`src/udc_cfg.svh`:
```
// constants for the up/down edge counter block
`ifndef UDC_CFG_SVH
`define UDC_CFG_SVH

`define UDC_CNT_W 30
`define UDC_CNT_MAX 30'h3FFFFFFF
`define UDC_LIM_MAX 30'h05F5E0FF
`define UDC_OFF_MAX 30'h3B9AC9FF
`define UDC_CNT_ZERO 30'h00000000
`define UDC_CNT_ONE 30'h00000001

`define UDC_REG_CTRL 32'h00000000
`define UDC_REG_LIMIT 32'h00000004
`define UDC_REG_ON 32'h00000008
`define UDC_REG_OFF 32'h0000000C
`define UDC_REG_VALUE 32'h00000010
`define UDC_REG_STATUS 32'h00000014

`define UDC_IDX_CTRL 5'h00
`define UDC_IDX_LIMIT 5'h01
`define UDC_IDX_ON 5'h02
`define UDC_IDX_OFF 5'h03
`define UDC_IDX_VALUE 5'h04
`define UDC_IDX_STATUS 5'h05
`define UDC_IDX_NONE 5'h1F

`define UDC_CTRL_VARIANT 0
`define UDC_CTRL_FALLING 1
`define UDC_CTRL_RETAIN 2
`define UDC_CTRL_FAST 3
`define UDC_CTRL_W 4
`define UDC_CTRL_RST 4'h0

`define UDC_HTRANS_NONSEQ 2'h2
`define UDC_HTRANS_SEQ 2'h3
`define UDC_HTRANS_ACTIVE 1

`endif

```
`src/udc_pkg.sv`:
```
// types for the up/down edge counter block
package udc_pkg;
    typedef logic [29:0] udc_cnt_t;

    typedef struct packed {
        logic [3:0] ctrl;
        udc_cnt_t limit;
        udc_cnt_t on_thr;
        udc_cnt_t off_thr;
        udc_cnt_t count;
        logic result;
        logic cnt_sync1;
        logic cnt_sync2;
        logic cnt_prev;
        logic ph_valid;
        logic ph_write;
        logic [4:0] ph_addr;
        logic [31:0] rdata;
    } udc_state_t;
endpackage

```
`src/udc_counter.sv`:
```
// up/down edge counter with plain-limit and on/off threshold output variants
`timescale 1ns/1ps
`include "udc_cfg.svh"

module udc_counter
    import udc_pkg::*;
(
    input wire logic hclk,
    input wire logic hresetn,
    input wire logic hsel,
    input wire logic [31:0] haddr,
    input wire logic [1:0] htrans,
    input wire logic hwrite,
    input wire logic [2:0] hsize,
    input wire logic [31:0] hwdata,
    input wire logic hready,
    output logic [31:0] hrdata,
    output logic hreadyout,
    output logic hresp,
    input wire logic cnt_filtered,
    input wire logic cnt_fast,
    input wire logic dir,
    input wire logic clear,
    output logic result,
    output logic [29:0] value,
    output logic retain
);

    udc_state_t s;
    udc_state_t next_s;

    // ----------------------------------------
    // helpers
    // ----------------------------------------
    function automatic logic [4:0] reg_index(input logic [31:0] a);
        logic [4:0] idx;
        // unmapped addresses keep the none code: they read 0 and ignore writes
        idx = `UDC_IDX_NONE;
        if (a == `UDC_REG_CTRL) begin
            idx = `UDC_IDX_CTRL;
        end else if (a == `UDC_REG_LIMIT) begin
            idx = `UDC_IDX_LIMIT;
        end else if (a == `UDC_REG_ON) begin
            idx = `UDC_IDX_ON;
        end else if (a == `UDC_REG_OFF) begin
            idx = `UDC_IDX_OFF;
        end else if (a == `UDC_REG_VALUE) begin
            idx = `UDC_IDX_VALUE;
        end else if (a == `UDC_REG_STATUS) begin
            idx = `UDC_IDX_STATUS;
        end
        return idx;
    endfunction

    // ranges enforced by clipping so the compare logic never sees out-of-range settings
    function automatic udc_cnt_t clip(input logic [31:0] d, input udc_cnt_t mx);
        udc_cnt_t v;
        v = (d > {2'h0, mx}) ? mx : d[29:0];
        return v;
    endfunction

    // address phase is taken only while the bus is ready and the transfer is active
    function automatic logic is_xfer(input logic sel, input logic rdy, input logic [1:0] tr);
        return sel && rdy && tr[`UDC_HTRANS_ACTIVE];
    endfunction

    logic cnt_pin;
    logic rise;
    logic fall;
    logic step;
    logic thr_result;
    logic [4:0] ridx;

    // ----------------------------------------
    // next state
    // ----------------------------------------
    always_comb begin
        next_s = s;
        cnt_pin = s.ctrl[`UDC_CTRL_FAST] ? cnt_fast : cnt_filtered;
        // two flops plus a previous sample: a level change counts three edges later
        next_s.cnt_sync1 = cnt_pin;
        next_s.cnt_sync2 = s.cnt_sync1;
        next_s.cnt_prev = s.cnt_sync2;
        rise = s.cnt_sync2 & ~s.cnt_prev;
        fall = ~s.cnt_sync2 & s.cnt_prev;
        step = s.ctrl[`UDC_CTRL_FALLING] ? fall : rise;

        // saturate rather than wrap so a chattering input cannot roll the count over
        if (clear) begin
            next_s.count = `UDC_CNT_ZERO;
        end else if (step && !dir) begin
            if (s.count != `UDC_CNT_MAX) begin
                next_s.count = s.count + `UDC_CNT_ONE;
            end
        end else if (step && dir) begin
            if (s.count != `UDC_CNT_ZERO) begin
                next_s.count = s.count - `UDC_CNT_ONE;
            end
        end

        // result follows the count one cycle after it settles
        // on below off gives a window; otherwise a band in which result holds
        if (s.on_thr >= s.off_thr) begin
            if (s.count >= s.on_thr) begin
                thr_result = 1'b1;
            end else if (s.count < s.off_thr) begin
                thr_result = 1'b0;
            end else begin
                thr_result = s.result;
            end
        end else begin
            thr_result = (s.count >= s.on_thr) && (s.count < s.off_thr);
        end
        if (clear) begin
            next_s.result = 1'b0;
        end else if (s.ctrl[`UDC_CTRL_VARIANT]) begin
            next_s.result = thr_result;
        end else begin
            next_s.result = (s.count >= s.limit);
        end

        // bus: zero-wait slave, write lands in data phase
        ridx = reg_index(haddr);
        if (s.ph_valid && s.ph_write) begin
            if (s.ph_addr == `UDC_IDX_CTRL) begin
                next_s.ctrl = hwdata[`UDC_CTRL_W-1:0];
            end else if (s.ph_addr == `UDC_IDX_LIMIT) begin
                next_s.limit = clip(hwdata, `UDC_LIM_MAX);
            end else if (s.ph_addr == `UDC_IDX_ON) begin
                next_s.on_thr = clip(hwdata, `UDC_LIM_MAX);
            end else if (s.ph_addr == `UDC_IDX_OFF) begin
                next_s.off_thr = clip(hwdata, `UDC_OFF_MAX);
            end
        end
        // address phase captured here, acted on in the data phase
        next_s.ph_valid = is_xfer(hsel, hready, htrans);
        next_s.ph_write = hwrite;
        next_s.ph_addr = ridx;
        next_s.rdata = 32'h0;
        // next_s values let a read see a write whose data phase ends at the same edge
        if (is_xfer(hsel, hready, htrans) && !hwrite) begin
            if (ridx == `UDC_IDX_CTRL) begin
                next_s.rdata = {28'h0, next_s.ctrl};
            end else if (ridx == `UDC_IDX_LIMIT) begin
                next_s.rdata = {2'h0, next_s.limit};
            end else if (ridx == `UDC_IDX_ON) begin
                next_s.rdata = {2'h0, next_s.on_thr};
            end else if (ridx == `UDC_IDX_OFF) begin
                next_s.rdata = {2'h0, next_s.off_thr};
            end else if (ridx == `UDC_IDX_VALUE) begin
                next_s.rdata = {2'h0, s.count};
            end else if (ridx == `UDC_IDX_STATUS) begin
                next_s.rdata = {31'h0, s.result};
            end
        end
    end

    always_ff @(posedge hclk or negedge hresetn) begin
        if (!hresetn) begin
            s <= '0;
        end else begin
            s <= next_s;
        end
    end

    // ----------------------------------------
    // outputs
    // ----------------------------------------
    assign hrdata = s.rdata;
    assign hreadyout = 1'b1;
    assign hresp = 1'b0;
    assign result = s.result;
    assign value = s.count;
    // retention itself lives outside; the block only presents the request bit
    assign retain = s.ctrl[`UDC_CTRL_RETAIN];

    // ----------------------------------------
    // checks
    // ----------------------------------------
    // antecedents that carry the sampled hresetn start no check at the release edge; the others do not carry it
    a_clear_zeroes_count: assert property (@(posedge hclk) disable iff (!hresetn)
        clear |=> (s.count == `UDC_CNT_ZERO))
        else $error("count not zero after clear");

    a_clear_zeroes_out: assert property (@(posedge hclk) disable iff (!hresetn)
        clear |=> !result)
        else $error("result not low after clear");

    a_up_step: assert property (@(posedge hclk) disable iff (!hresetn)
        (!clear && step && !dir && s.count != `UDC_CNT_MAX)
        |=> (s.count == $past(s.count) + `UDC_CNT_ONE))
        else $error("count did not step up");

    a_down_step: assert property (@(posedge hclk) disable iff (!hresetn)
        (!clear && step && dir && s.count != `UDC_CNT_ZERO)
        |=> (s.count == $past(s.count) - `UDC_CNT_ONE))
        else $error("count did not step down");

    a_no_edge_hold: assert property (@(posedge hclk) disable iff (!hresetn)
        (!clear && !step) |=> $stable(s.count))
        else $error("count moved without a selected edge");

    a_plain_result: assert property (@(posedge hclk) disable iff (!hresetn)
        (hresetn && !clear && !s.ctrl[`UDC_CTRL_VARIANT])
        |=> (result == $past(s.count >= s.limit)))
        else $error("plain result wrong");

    a_window_result: assert property (@(posedge hclk) disable iff (!hresetn)
        (!clear && s.ctrl[`UDC_CTRL_VARIANT] && s.on_thr < s.off_thr)
        |=> (result == $past(s.count >= s.on_thr && s.count < s.off_thr)))
        else $error("window result wrong");

    a_hyst_hold: assert property (@(posedge hclk) disable iff (!hresetn)
        (!clear && s.ctrl[`UDC_CTRL_VARIANT] && s.on_thr >= s.off_thr
         && s.count < s.on_thr && s.count >= s.off_thr) |=> $stable(result))
        else $error("hysteresis did not hold");

    a_value_tracks: assert property (@(posedge hclk) disable iff (!hresetn)
        value == s.count)
        else $error("value output not count");

    a_limit_range: assert property (@(posedge hclk) disable iff (!hresetn)
        s.limit <= `UDC_LIM_MAX && s.on_thr <= `UDC_LIM_MAX && s.off_thr <= `UDC_OFF_MAX)
        else $error("setting out of range");

    a_rise_only: assert property (@(posedge hclk) disable iff (!hresetn)
        (hresetn && !clear && !s.ctrl[`UDC_CTRL_FALLING] && fall) |=> $stable(s.count))
        else $error("falling edge counted in rising mode");

    a_fall_only: assert property (@(posedge hclk) disable iff (!hresetn)
        (hresetn && !clear && s.ctrl[`UDC_CTRL_FALLING] && rise) |=> $stable(s.count))
        else $error("rising edge counted in falling mode");

    a_sat_hold: assert property (@(posedge hclk) disable iff (!hresetn)
        (hresetn && !clear && step
         && ((dir && s.count == `UDC_CNT_ZERO) || (!dir && s.count == `UDC_CNT_MAX)))
        |=> $stable(s.count))
        else $error("count wrapped instead of saturating");

    a_clear_over_edge: assert property (@(posedge hclk) disable iff (!hresetn)
        (hresetn && clear && step) |=> (s.count == `UDC_CNT_ZERO))
        else $error("edge counted while clear high");

    a_hyst_set: assert property (@(posedge hclk) disable iff (!hresetn)
        (hresetn && !clear && s.ctrl[`UDC_CTRL_VARIANT] && s.on_thr >= s.off_thr
         && s.count >= s.on_thr) |=> result)
        else $error("result not set at on threshold");

    a_hyst_clear: assert property (@(posedge hclk) disable iff (!hresetn)
        (hresetn && !clear && s.ctrl[`UDC_CTRL_VARIANT] && s.on_thr >= s.off_thr
         && s.count < s.off_thr) |=> !result)
        else $error("result not cleared below off threshold");

    a_fast_select: assert property (@(posedge hclk) disable iff (!hresetn)
        (hresetn && s.ctrl[`UDC_CTRL_FAST]) |=> (s.cnt_sync1 == $past(cnt_fast)))
        else $error("fast path not selected");

    a_slow_select: assert property (@(posedge hclk) disable iff (!hresetn)
        (hresetn && !s.ctrl[`UDC_CTRL_FAST]) |=> (s.cnt_sync1 == $past(cnt_filtered)))
        else $error("filtered path not selected");

    // ----------------------------------------
    // bus checks
    // ----------------------------------------
    a_value_read: assert property (@(posedge hclk) disable iff (!hresetn)
        (s.ph_valid && !s.ph_write && s.ph_addr == `UDC_IDX_VALUE)
        |-> (hrdata == {2'h0, $past(value)}))
        else $error("value register read wrong");

    a_status_read: assert property (@(posedge hclk) disable iff (!hresetn)
        (s.ph_valid && !s.ph_write && s.ph_addr == `UDC_IDX_STATUS)
        |-> (hrdata == {31'h0, $past(result)}))
        else $error("status register read wrong");

    a_limit_clip: assert property (@(posedge hclk) disable iff (!hresetn)
        (hresetn && s.ph_valid && s.ph_write && s.ph_addr == `UDC_IDX_LIMIT
         && hwdata > {2'h0, `UDC_LIM_MAX}) |=> (s.limit == `UDC_LIM_MAX))
        else $error("limit not clipped");

    a_off_clip: assert property (@(posedge hclk) disable iff (!hresetn)
        (hresetn && s.ph_valid && s.ph_write && s.ph_addr == `UDC_IDX_OFF
         && hwdata > {2'h0, `UDC_OFF_MAX}) |=> (s.off_thr == `UDC_OFF_MAX))
        else $error("off threshold not clipped");

endmodule

```
`config.mk`:
```
export PLATFORM = sky130hd
export DESIGN_NAME = udc_counter
export DESIGN_NICKNAME = d
export VERILOG_FILES = /design/src/udc_pkg.sv /design/src/udc_counter.sv
export VERILOG_INCLUDE_DIRS = /design/src
export SDC_FILE = /design/constraint.sdc
export NUM_CORES = 1
export LEC_CHECK = 0
export BUFFER_PORTS_ARGS = -buffer_cell sky130_fd_sc_hd__buf_2
export CORE_MARGIN = 2
export CORE_UTILIZATION = 55
export CTS_BUF_LIST = sky130_fd_sc_hd__clkbuf_4
export DETAILED_ROUTE_END_ITERATION = 8
export PLACE_DENSITY = 0.79
export SYNTH_ARGS = -nofsm -noshare
export SYNTH_HDL_FRONTEND = slang
export SYNTH_SLANG_ARGS = --single-unit
```
`constraint.sdc`:
```
create_clock -name hclk -period 3.7 [get_ports hclk]
set_input_delay 0.74 -clock hclk [delete_from_list [all_inputs] [get_ports hclk]]
set_output_delay 0.74 -clock hclk [all_outputs]
set_load 0.01 [all_outputs]
```
==> results.sh <==
export IMPL_p_sw_uw=2150
export IMPL_finalCritPeriodShare_pct=95.3
export IMPL_setup_tns_ns=0
export IMPL_rrSetupSlack_ns=0.17
export IMPL_reg2reg_depth=11
export IMPL_ir_worst_vdd_mv=0.240
export IMPL_critPathMaxFanout=9
export IMPL_clkPwrFrac_pct=21.4
export IMPL_viasPerCell=6.27
export IMPL_syn_to_final_growth_pct=8.69
export IMPL_ys_types=75
export IMPL_relSlewSlack_pct=32.7
export IMPL_crit_path_end_kind="flip-flop"
export IMPL_coreArea_um2=21600
export IMPL_seq_area_frac_synth_pct=34.2
export IMPL_die_y_um=152
export IMPL_crit_chain="inv_1 -> ha_1 -> nand2b_1 -> a21oi_1 -> a211oi_1 -> o21ai_0 -> a21oi_1 -> o21ai_0 -> a221oi_1 -> o41a_1 -> a211oi_1"
export IMPL_worstPathArrival_ns=4.05
export IMPL_htree_num_levels=4
export IMPL_seq_area_um2=4100
export IMPL_routed_wirelength_mm=36.6
export IMPL_fp_dieW_um=152
export IMPL_cts_tree="yes"
export IMPL_comb_power_share_pct=39.1
export IMPL_run_status="finished, final reports clean"
export IMPL_power_density_nw_per_um2=417
export IMPL_grt_pass1_vias=10268
export IMPL_layout_common_cells="dfrtp_1, ha_1, buf_2, nand2_1, o21ai_0"
export IMPL_hold_class="primary input to asynchronous set/reset pin"
export IMPL_period_minus_slack_ns=3.53
export IMPL_drt_iter0_drc=1013
export IMPL_num_io_pins=144
export IMPL_worst_slew_pin_slew_ns=1.00
export IMPL_final_max_slew_viol_count=0
export IMPL_sw_frac_of_total_pct=39.6
export IMPL_post_drt_wl_per_cell_um=20.9
export IMPL_yosys_warnings=0
export IMPL_cts_made_buffers=17
export IMPL_synth_edf_count=0
export IMPL_grt_pass1_wl_mm=55.9
export IMPL_grt_overflow_total=0
export IMPL_grt_max_degree=101
export IMPL_nets=1688
export IMPL_hold_buffers=0
export IMPL_drc=0
export IMPL_worstPathRequired_ns=4.23
export IMPL_layout_cells_most_common="dfrtp_1"
export IMPL_die_area_um2=23000
export IMPL_place_hpwl_mm=27.3
export IMPL_synthCells=1375
export IMPL_worstReg2RegStart="value[0]"
export IMPL_cpPeakStageDelay_ns=0.65
export IMPL_critPathLaunchType="flip-flop"
export IMPL_max_freq_ghz=0.284
export IMPL_seqPwrFrac_pct=39.5
export IMPL_rows=54
export IMPL_clock_path_buffers=2
export IMPL_r2r_end="result"
export IMPL_place_congestion=0.963
export IMPL_portBuffers=135
export IMPL_ys_async_sr_fraction_pct=100
export IMPL_clk_latency_ns=0.61
export IMPL_netlist_area_um2=12000
export IMPL_pre_cts_ws_ns=-0.0384
export IMPL_hold_slack_ns=0.215
export IMPL_drtPass1Iterations=5
export IMPL_initial_core_util_pct=55.4
export IMPL_rsz0062_at_grt="false"
export IMPL_syn_area_per_cell_um2=8.72
export IMPL_antenna_found_initial=1
export IMPL_num_vias=11009
export IMPL_final_antenna_net_count=0
export IMPL_ctsRootBufferMaster="clkbuf_4"
export IMPL_fillers=1889
export IMPL_multi_input_area_um2=6790
export IMPL_hold_viol_final=0
export IMPL_cp_slowest_cell="dfrtp_1"
export IMPL_maxCapViolCount=0
export IMPL_p_int_uw=3280
export IMPL_drive_gt1_share_pct=15.7
export IMPL_clk_pin_slew_ns=0.16
export IMPL_grtUsageTotal_pct=32.3
export IMPL_clock_skew_ns=0.0208
export IMPL_leakage_uw=0.00690
export IMPL_cts_sinks=164
export IMPL_layout_setup_ws_ns=0.173
export IMPL_finalSetupViolations=0
export IMPL_synthFlopType="dfrtp_1"
export IMPL_crit_type="flip-flop to flip-flop"
export IMPL_ys_ff_latch=164
==> how the worst max path moves through the flow <==
stage,from,end,slack [ns],cells past startpoint
2_1_floorplan,dir,value[29],0.03,13
3_3_place_gp,s[164],value[29],0.02,15
3_5_place_dp,s[164],value[29],-0.04,14
4_1_cts,s[164],value[29],0.05,15
5_1_grt,s[164],value[29],0.001,15
6_report,value[0],result,0.17,11
==> kinds of logic (layout without fill, tap and decap cells) <==
kind of cell	Yosys count	after routing	share of synthesized area, %
AO/OA/AOI/OAI	396	396	21.0
XOR/XNOR	21	21	1.53
flip-flops	164	164	34.2
AND/OR/NAND/NOR	385	385	15.5
other	2	5	0.0627
adder cells (fa/ha/maj)	148	148	15.5
multiplexers	32	32	2.74
buffers and inverters	227	324	9.42
==> repair_timing <==
action                                  CTS  global route
endpoints found under the hold margin     0             0
gates resized for setup                   1             6
pin swaps                                 0             1
endpoints found under the setup margin    2             5
buffers inserted                          0             0
==> critical path, delay by kind of cell (launching register included) <==
family / cells / cell delay [ns]
AOI/OAI and AO/OA: 8 / 2.16
DFF: 1 / 0.65
buffers and inverters: 1 / 0.25
adders and majority gates: 1 / 0.25
and+or+nand+nor: 1 / 0.14
==> power groups by stage <==
stage	sequential (µW)	clock, µW	combinational, µW
global route	2160	1240	2370
global placement	2170	0	2010
CTS	2140	1170	2070
finish	2150	1160	2120
detailed placement	2170	0	2050
floorplan	2060	0	1570
==> cell type report <==
class | count | share of cell area (%)
inverter | 113 | 3.26
sequential | 164 | 31.5
antenna | 1 | 0.0192
tap | 280 | 2.69
timing repair buffer | 180 | 8.21
clock buffer | 17 | 0.980
clock inverter | 14 | 1.24
multi-input combinational | 986 | 52.1
==> synthesized netlist by cell type (all sizes together) (18+ instances only) <==
master | instances | share of area [%]
a21o | 30 | 1.9
a21oi | 91 | 3.8
a22oi | 22 | 1.4
buf | 80 | 4.8
clkbuf | 34 | 1.1
dfrtp | 164 | 34
ha | 147 | 15
inv | 113 | 3.5
mux2i | 26 | 2.2
nand2 | 125 | 3.9
nand3 | 29 | 1.2
nand4 | 34 | 1.8
nor2 | 95 | 3.0
nor2b | 18 | 0.96
nor4 | 18 | 0.94
o21a | 19 | 1.2
o21ai | 124 | 5.2
==> per-stage QoR <==
step,instance area [µm²],util (%),cells,power (µW)
final,13000,60.2,1755,5430
after global routing,13000,60.2,1755,5760
after floorplan,12000,-,1377,3630
after CTS,13000,60.1,1754,5380
after global placement,12700,58.8,1723,4180
after detailed placement,12700,58.8,1723,4230
==> routing by layer <==
layer	global-route usage (%)	share of wire (%)	up-vias
li1	-	-	5071
met1	43.9	42	5261
met2	50.7	45	583
met3	6.17	9.0	94
met4	13.3	3.8	0
met5	0	0	-
==> sequential cells by signal (all words and copies together), names as in the netlist <==
signal,flops
s,100
retain,1
result,1
next_s,2
value,30
hrdata,30
No activity file was read; power rests on OpenSTA's default activity.
